`config.mk`:
```
export PLATFORM = sky130hd
export DESIGN_NAME = wwd_core
export DESIGN_NICKNAME = d
export VERILOG_FILES = /design/src/pkg/wwd_pkg.sv /design/src/hdl/wwd_core.sv
export SDC_FILE = /design/constraint.sdc
export NUM_CORES = 1
export LEC_CHECK = 0
export ABC_AREA = 1
export ABC_CLOCK_PERIOD_IN_PS = 4000
export BUFFER_PORTS_ARGS = -buffer_cell sky130_fd_sc_hd__buf_2
export CAP_MARGIN = 20
export CORE_MARGIN = 4
export CORE_UTILIZATION = 59
export CTS_CLUSTER_DIAMETER = 80
export DETAILED_ROUTE_END_ITERATION = 8
export GPL_ROUTABILITY_DRIVEN = 0
export GPL_TIMING_DRIVEN = 1
export PLACE_DENSITY_LB_ADDON = 0.3
export SLEW_MARGIN = 10
export SYNTH_ARGS = -nofsm -noshare
export SYNTH_HDL_FRONTEND = slang
export SYNTH_SLANG_ARGS = --single-unit
export TNS_END_PERCENT = 50
```
`constraint.sdc`:
```
create_clock -name pclk -period 4 [get_ports pclk]
set_clock_uncertainty 0.1 [all_clocks]
set_input_delay 1.2 -clock pclk [delete_from_list [all_inputs] [get_ports pclk]]
set_output_delay 1.2 -clock pclk [all_outputs]
set_load 0.02 [all_outputs]
```
`src/pkg/wwd_pkg.sv`:
```
// windowed watchdog package: option byte layout, register map, key codes, timing.
// assumes a single 100 MHz apb clock; the low-speed oscillator tick is derived by division.
// Contract
// - window size comes from option byte bits 6 and 5.
// - window code 01 is 50%, 10 is 75%, 11 is 100%; 00 forbidden.
// - clear key written in open window zeroes the counter and counting resumes.
// - clear key written in closed window raises internal reset.
// - first key write after reset ignores the window and clears the counter.
// - with standby run option zero the window is always 100% open.
// - overflow code picks 2^6,7,8,9,11,13,14,16 oscillator periods.
// - closed window starts at restart, lasts overflow times one minus open fraction.
// - with interval option set, interrupt fires at 75% of overflow time.
// - counting continues after the interval interrupt; overflow raises internal reset.
// - writing any value other than the clear key raises internal reset.
// - a single-bit access to the key register raises internal reset.
// - reading the key register returns its reset value, never the written key.
// - with standby run zero, counting halts in standby and restarts from zero.
package wwd_pkg;

  // option byte layout, bit 7 down to bit 0
  typedef struct packed {
    logic       interval_irq_option;  // bit 7
    logic [1:0] window_select;        // bits 6:5, window_select_hi/lo
    logic       count_enable_option;  // bit 4
    logic [2:0] overflow_select;      // bits 3:1, overflow_select_b2..b0
    logic       standby_run_option;   // bit 0
  } wwd_opt_s;

  typedef enum logic [1:0] {WD_LOAD, WD_RUN, WD_OFF, WD_FAULT} wwd_st_e;

  // register byte offsets
  localparam logic [7:0] OFF_KEY   = 8'h00;
  localparam logic [7:0] OFF_OPT   = 8'h04;
  localparam logic [7:0] OFF_STAT  = 8'h08;
  localparam logic [7:0] OFF_MASK  = 8'h0C;
  localparam logic [7:0] OFF_CNT   = 8'h10;
  localparam logic [7:0] OFF_BITOP = 8'h14;

  // key values
  localparam logic [7:0] KEY_CLEAR  = 8'hAC;
  localparam logic [7:0] KEY_RD_ON  = 8'h9A;
  localparam logic [7:0] KEY_RD_OFF = 8'h1A;

  // window_select codes
  localparam logic [1:0] WIN_BAD = 2'h0;
  localparam logic [1:0] WIN_50  = 2'h1;
  localparam logic [1:0] WIN_75  = 2'h2;
  localparam logic [1:0] WIN_100 = 2'h3;

  // status and mask bit positions
  localparam int ST_INTERVAL = 0;
  localparam int ST_CLEARED  = 1;
  localparam int ST_W        = 2;

  // counter and timing
  localparam int CNT_W       = 17;
  localparam int DIV_W       = 16;
  localparam int CLK_FREQ_HZ = 100_000_000;
  localparam int LS_FREQ_HZ  = 17_250;
  localparam int LS_DIV      = CLK_FREQ_HZ / LS_FREQ_HZ;  // longest period rounds down

  localparam logic [31:0] RD_ZERO  = 32'h0000_0000;
  localparam logic [7:0]  OPT_RST  = 8'h00;
  localparam logic [ST_W-1:0] STAT_RST = 2'h0;

endpackage

```
`src/hdl/wwd_core.sv`:
```
// windowed watchdog core with an apb3 slave for the key, option view, status, mask and count.
// assumes the option byte is stable from reset release and that presetn is driven by the
// system reset that wdt_reset itself requests.
`timescale 1ns/1ps
`default_nettype none

module wwd_core
  import wwd_pkg::*;
#(
  parameter int DIV_CYCLES = LS_DIV  // pclk cycles per oscillator period
) (
  // clock and reset
  input  wire logic        pclk,
  input  wire logic        presetn,
  // apb3 slave
  input  wire logic [7:0]  paddr,
  input  wire logic        psel,
  input  wire logic        penable,
  input  wire logic        pwrite,
  input  wire logic [31:0] pwdata,
  output logic      [31:0] prdata,
  output logic             pready,
  output logic             pslverr,
  // option byte and power mode
  input  wire logic [7:0]  option_byte,
  input  wire logic        standby,
  // results
  output logic             wdt_reset,
  output logic             interval_interrupt,
  output logic             irq
);

  // exponent of the overflow time per overflow_select code
  function automatic logic [4:0] ovf_exp(input logic [2:0] code);
    unique case (code)
      3'h0: ovf_exp = 5'd6;
      3'h1: ovf_exp = 5'd7;
      3'h2: ovf_exp = 5'd8;
      3'h3: ovf_exp = 5'd9;
      3'h4: ovf_exp = 5'd11;
      3'h5: ovf_exp = 5'd13;
      3'h6: ovf_exp = 5'd14;
      3'h7: ovf_exp = 5'd16;
    endcase
  endfunction

  wwd_opt_s          opt;
  wwd_st_e           st;
  logic [CNT_W-1:0]  count;
  logic [DIV_W-1:0]  div_cnt;
  logic              first_done;
  logic              stby_q;
  logic [ST_W-1:0]   status;
  logic [ST_W-1:0]   mask;

  // derived boundaries
  logic [4:0]        e;
  logic [CNT_W-1:0]  ovf_last;
  logic [CNT_W-1:0]  half;
  logic [CNT_W-1:0]  quarter;
  logic [CNT_W-1:0]  three_q;
  logic [CNT_W-1:0]  open_thr;
  logic              window_open;

  assign e        = ovf_exp(opt.overflow_select);
  assign ovf_last = 17'h1_FFFF >> (5'd17 - e);
  assign half     = 17'h1_0000 >> (5'd17 - e);
  assign quarter  = 17'h1_0000 >> (5'd18 - e);
  assign three_q  = half + quarter;

  // open threshold: closed part is overflow times one minus open fraction
  always_comb begin
    open_thr = '0;
    if (opt.standby_run_option) begin  // forced 100% when zero
      unique case (opt.window_select)
        WIN_50:  open_thr = half;
        WIN_75:  open_thr = quarter;
        default: open_thr = '0;  // 100%, and the forbidden code behaves as 100%
      endcase
    end
  end
  assign window_open = (count >= open_thr);  // one comparator against the selected threshold

  // bus events, all taken at the access edge
  logic wr_acc;
  logic rd_acc;
  logic wr_key;
  logic key_good;
  assign wr_acc   = psel & penable & pready & pwrite;
  assign rd_acc   = psel & penable & pready & ~pwrite;
  assign wr_key   = wr_acc & (paddr == OFF_KEY);
  assign key_good = (pwdata[7:0] == KEY_CLEAR);

  // counting conditions and faults
  logic tick;
  logic counting;
  logic stby_exit;
  logic clear_ok;
  logic bad_key;
  logic bit_hit;
  logic closed_hit;
  logic ovf_hit;
  logic iv_hit;
  logic fault_now;
  assign tick       = (div_cnt == DIV_W'(DIV_CYCLES - 1));
  assign counting   = (st == WD_RUN) & ~(standby & ~opt.standby_run_option);
  assign stby_exit  = (st == WD_RUN) & stby_q & ~standby & ~opt.standby_run_option;
  assign clear_ok   = wr_key & key_good & (~first_done | window_open);
  assign bad_key    = wr_key & ~key_good;
  assign bit_hit    = wr_acc & (paddr == OFF_BITOP);
  assign closed_hit = wr_key & key_good & first_done & ~window_open
                      & (st == WD_RUN);
  // a clear in the last period wins over the overflow
  assign ovf_hit    = counting & tick & (count == ovf_last) & ~clear_ok;
  // fire on the tick that brings the count to three quarters, not one period later
  assign iv_hit     = counting & tick & (count == three_q - 1'b1)
                      & opt.interval_irq_option;
  assign fault_now  = (st != WD_LOAD) & (bad_key | bit_hit | closed_hit | ovf_hit);

  // option capture one cycle after release, then the run or off state
  always_ff @(posedge pclk or negedge presetn) begin
    if (!presetn) begin
      opt       <= wwd_opt_s'(OPT_RST);
      st        <= WD_LOAD;
      wdt_reset <= 1'b0;
    end else begin
      unique case (st)
        WD_LOAD: begin
          opt <= wwd_opt_s'(option_byte);  // strap caught after release
          st  <= option_byte[4] ? WD_RUN : WD_OFF;
        end
        WD_RUN, WD_OFF: begin
          if (fault_now) begin
            st        <= WD_FAULT;
            wdt_reset <= 1'b1;  // held until the system reset arrives
          end
        end
        WD_FAULT: wdt_reset <= 1'b1;
      endcase
    end
  end

  // oscillator divider, watchdog counter and first-write flag
  always_ff @(posedge pclk or negedge presetn) begin
    if (!presetn) begin
      div_cnt    <= '0;
      count      <= '0;
      first_done <= 1'b0;
      stby_q     <= 1'b0;
    end else begin
      stby_q <= standby;
      if (clear_ok && st != WD_LOAD) begin
        div_cnt    <= '0;
        count      <= '0;  // restart counting from zero
        first_done <= 1'b1;
      end else if (stby_exit) begin
        div_cnt <= '0;
        count   <= '0;  // resume from zero after standby
      end else if (counting) begin
        div_cnt <= tick ? '0 : div_cnt + 1'b1;
        if (tick) begin
          count <= count + 1'b1;  // keeps running past the interval point
        end
      end
    end
  end

  // sticky status, mask and interrupt; a new event beats a clearing write
  logic [ST_W-1:0] evt;
  logic [ST_W-1:0] next_status;
  always_comb begin
    evt              = '0;
    evt[ST_INTERVAL] = iv_hit;
    evt[ST_CLEARED]  = clear_ok & (st == WD_RUN);
    next_status      = status;
    if (wr_acc && paddr == OFF_STAT) begin
      next_status = status & ~pwdata[ST_W-1:0];
    end
    next_status = next_status | evt;
  end

  always_ff @(posedge pclk or negedge presetn) begin
    if (!presetn) begin
      status             <= STAT_RST;
      mask               <= STAT_RST;
      irq                <= 1'b0;
      interval_interrupt <= 1'b0;
    end else begin
      status             <= next_status;
      interval_interrupt <= iv_hit;  // one-cycle pulse
      if (wr_acc && paddr == OFF_MASK) begin
        mask <= pwdata[ST_W-1:0];
        irq  <= |(next_status & pwdata[ST_W-1:0]);
      end else begin
        irq <= |(next_status & mask);
      end
    end
  end

  // apb answer: no wait state, read data prepared during the setup cycle
  always_ff @(posedge pclk or negedge presetn) begin
    if (!presetn) begin
      pready  <= 1'b0;
      pslverr <= 1'b0;
      prdata  <= RD_ZERO;
    end else begin
      pready <= psel & ~penable & ~pready;
      if (psel && !penable) begin
        pslverr <= 1'b0;
        prdata  <= RD_ZERO;
        unique case (paddr)
          OFF_KEY:   prdata[7:0] <= opt.count_enable_option ? KEY_RD_ON : KEY_RD_OFF;
          OFF_OPT:   prdata[7:0] <= opt;
          OFF_STAT:  prdata[ST_W-1:0] <= status;  // interval flag lets software time clears
          OFF_MASK:  prdata[ST_W-1:0] <= mask;
          OFF_CNT:   prdata[CNT_W:0] <= {window_open, count};
          OFF_BITOP: prdata <= RD_ZERO;
          default:   pslverr <= 1'b1;
        endcase
      end else if (pready) begin
        pslverr <= 1'b0;
      end
    end
  end
endmodule

`default_nettype wire

```
==> summary.md <==
| Metric | Value |
|---|---|
| Die footprint | `11850 sq um` |
| Unrepaired setup endpoints after global routing | `yes` |
| Post-Layout Inst Area | `6822 sq um` |
| Final critical-path required period | `3.896 ns` |
| Post-synth EDFFs | `0` |
| Count of buffers inserted at the top-level ports | `52` |
| Max Buffers Root-to-Sink | `2` |
| TritonCTS clock tree | `done` |
| Data required, critical path | `4.20 ns` |
| Fraction of met3 tracks used by global routing | `0.03375` |
| Total cell area at the placement stage | `approximately 6500 sq um` |
| Final Max Tran Viols | `0` |
| Cell leakage power | `0.003463 uW` |
| Worst hold margin | `0.3700 ns` |
| Class of the tightest hold or removal check | `flip-flop to flip-flop` |
| Slew at the pin closest to its max-slew limit | `0.9031 ns` |
| Count of nets after finishing | `1049` |
| Initial cell density of the core | `0.6087` |
| Vertical die dimension | `108.9 um` |
| Via count of the first global-routing pass | `5460` |
| Via total after detailed routing | `5991` |
| Capture endpoint of the worst hold path | `first_done$_DFFE_PN0P_` |
| Antenna violations before repair | `0` |
| Largest stage delay on the critical path | `0.39 ns` |
| Flip-flop and latch count after synthesis | `between 70 and 80` |
| Origin of the worst min-delay path | `first_done$_DFFE_PN0P_` |
| Number of buffer and inverter instances along the worst setup path | `4` |
| Root buffer cell | `clkbuf_8` |
| Slowest-stage cell, CP | `dfrtp_1` |
| Peak clock frequency supported by timing | `roughly 0.26 GHz` |
| Arrival time of data at the critical path endpoint | `4.09 ns` |
| Number of distinct library cells after synthesis | `46` |
| Endpoint kind of the worst setup timing path | `flip-flop` |
| Pwr per Cell Area | `215.0 nW/um^2` |
| Die Width | `about 110 um` |
| Aggregate routed wire length | `15.67 mm` |
| First-pass GRT wire length | `roughly 25 mm` |
| Overall overflow remaining after global route | `0` |
| Cells along the critical path | `ha_1 > inv_1 > o21ai_2 > inv_2 > ha_4 > inv_2 > nor2_2 > nand2_1 > ha_1 > inv_1 > ha_2 > xnor2_2 > xor2_1 > nand2_1 > nor2_2 > nand2_1 > nor2_1 > nand3_1 > nor2_1 > nand4_1 > nand2_1 > nand2_1 > nand2_1` |
| Highest net fanout along the worst path | `7` |
| Number of placement rows | `36` |
| Post-route antenna net violation count | `0` |
| Number of cells traversed by the worst register-to-register path | `23` |
| Summed instance area of the synthesized netlist | `6005 sq um` |
| Share of flip-flops with an asynchronous set or reset | `1.000` |
| Largest net degree at the start of global routing | `73` |
| Post-Syn Area per Cell | `6.918 sq um` |
| Layout overhead on the synthesized area | `13.61%` |
| CTS sink count | `approximately 70` |
| Crit Path Class | `flip-flop to flip-flop` |
| GR Layer Usage met2 | `0.4500` |
| Run status | `completed` |
| Cell Count, Final, Fillers Out | `approximately 1.1k` |
| Setup slack at placement | `-0.03782 ns` |
| Worst-case headroom to the max-slew limit | `0.3979` |
| Ratio of routed vias to standard cells | `5.552` |
| Met1 global-route usage | `0.3563` |
| IO Pins | `91` |
| Count of placed standard cells including taps | `roughly 1.1k` |
| Sequential cell area fraction in the yosys report | `0.3001` |
| MaxCap Viol Count | `0` |
| R2r setup slk | `0.10 ns` |
| Beginning of the worst register-to-register path | `opt[1]$_DFFE_PN0P_` |
| Endpoint of the most critical register-to-register path | `irq$_DFF_PN0_` |
| Layout cells sized above 1 | `0.1533` |
| Library cell appearing most often on the critical path | `nand2_1` |
| Top FF cell, synth | `dfrtp_1` |
| Average wire per cell in the routed design | `14.52 um` |
| Setup-violating endpoint count in the final report | `0` |
| Final HPWL from detailed placement | `11.92 mm` |
| Antenna cells | `0` |
| Family of cells with the greatest summed delay on the critical path | `simple AND/OR/NAND/NOR gates` |
| Initial DRC count | `between 400 and 500` |
| First-pass DRT Iterations | `7` |
| Total global-route track usage | `0.2689` |
| Synthesized netlist cell count | `868` |
| Max IR drop VDD | `between 0.0002 and 0.0003 V` |
| Post-route clock period utilization | `0.9740` |
| Most utilized layer in the global route result | `met2` |
| Warning count from the yosys run | `0` |
| CP startpoint kind | `flip-flop` |
| Hold-critical path depth | `2` |
| DR DRC count | `0` |
| Area of the core | `9864 sq um` |
| Inserted Clock Buffers | `9` |
| Maximum level of the CTS H-tree | `3` |
| Worst setup slack after layout | `0.1039 ns` |
| Fin. Hold Viols | `0` |
| Worst-skew pair later-pin latency | `between 0.3 and 0.4 ns` |
| Clock-pin slew of the registers on the worst-case setup and hold paths | `around 0.08 ns` |
## synth_stat cells (all sizes together), types with 2 or more instances
master | count | share of area
nand2 | 221 | 0.15
inv | 127 | 0.079
nor2 | 80 | 0.051
dfrtp | 72 | 0.30
o21ai | 70 | 0.060
nand3 | 59 | 0.049
ha | 54 | 0.11
nand4 | 34 | 0.038
a21oi | 32 | 0.027
buf | 23 | 0.026
xor2 | 21 | 0.031
nor3 | 18 | 0.015
clkbuf | 11 | 0.0069
nor4 | 10 | 0.011
o22ai | 7 | 0.0073
xnor2 | 5 | 0.0073
nand3b | 3 | 0.0038
a211oi | 2 | 0.0025
a21boi | 2 | 0.0031
a31oi | 2 | 0.0021
conb | 2 | 0.0013
o21bai | 2 | 0.0050
## metal layers
layer	vias to the layer above	wire (um)
met2	254	7500
met1	2741	6695
met3	39	1048
li1	2957	-
met5	-	0
met4	0	428
## through the flow
| step | total power (uW) | TNS [ns] | util |
|---|---|---|---|
| after CTS | 1470 | -0.002483 | 0.6825 |
| after global routing | 1516 | -0.1101 | 0.6915 |
| after global placement | 848.4 | 0 | 0.6607 |
| after floorplan | 817.9 | 0 | - |
| final | 1466 | 0 | 0.6915 |
| after detailed placement | 850.9 | -0.1014 | 0.6607 |
## power by group
group          internal, uW  switching (uW)  total [uW]
Combinational          34.0            69.8         104
Sequential              731            1.80         732
Clock                   349             281         630
Total                  1110             353        1470
## worst max-delay path by stage
stage | endpoint | cells past startpoint | start
finish | irq$_DFF_PN0_ | 23 | opt[1]$_DFFE_PN0P_
global route | irq$_DFF_PN0_ | 23 | opt[1]$_DFFE_PN0P_
CTS | count[13]$_DFFE_PN0P_ | 20 | opt[1]$_DFFE_PN0P_
detailed placement | count[13]$_DFFE_PN0P_ | 22 | opt[3]$_DFFE_PN0P_
global placement | div_cnt[5]$_DFFE_PN0P_ | 22 | opt[1]$_DFFE_PN0P_
floorplan | div_cnt[9]$_DFFE_PN0P_ | 23 | opt[2]$_DFFE_PN0P_
## cells by family after synthesis
logic type                 Yosys count  synth area share
other                                2          0.001251
DFF                                 72            0.3001
and+or+nand+nor                    429            0.3211
AOI/OAI and AO/OA                  123            0.1144
buffers and inverters              162            0.1127
xor gates and xnor gates            26           0.03792
adders and majority gates           54            0.1125
## state kept, by name, indices dropped and copies added (netlist names)
signal and cells:
status 2, irq 1, opt 8, pready 1, stby_q 1, count 17
div_cnt 16, first_done 1, wdt_reset 1, mask 2, st 2, pslverr 1
prdata 18, interval_interrupt 1
## final cells by class
cell class | instances | area, sq um
Multi-Input combinational cell | 652 | 3670
Fill cell | 830 | 3043
Sequential cell | 72 | 1803
Timing Repair Buffer | 78 | 490.5
Inverter | 128 | 480.5
Tap cell | 133 | 166.4
Clock buffer | 10 | 127.6
Clock inverter | 6 | 83.83
## tightest hold or removal path, delay by kind of cell, from the launching register on
kind | cells | cell delay [ns]
flops | 1 | 0.32
simple gates | 1 | 0.06
buf+inv | 1 | 0.06
## timing repair
item | in CTS | in global routing
resized for setup | 2 | 27
hold buffers | 0 | 0
endpoints found under the setup margin | 18 | 41
pin swaps | 0 | 4
buffers inserted | 0 | 1
## cell usage in the layout, fill, tap and decap left out, drive strengths merged, types with 7 or more instances in the layout
master,synthesis,routed
buf,23,78
nor4,10,10
ha,54,54
xor2,21,21
nor3,18,18
nand2,221,221
o21ai,70,70
conb,2,20
dfrtp,72,72
o22ai,7,7
clkbuf,11,10
nand3,59,59
inv,127,127
nor2,80,80
nand4,34,34
a21oi,32,32
Note: power is estimated with default switching activity, not from simulation.
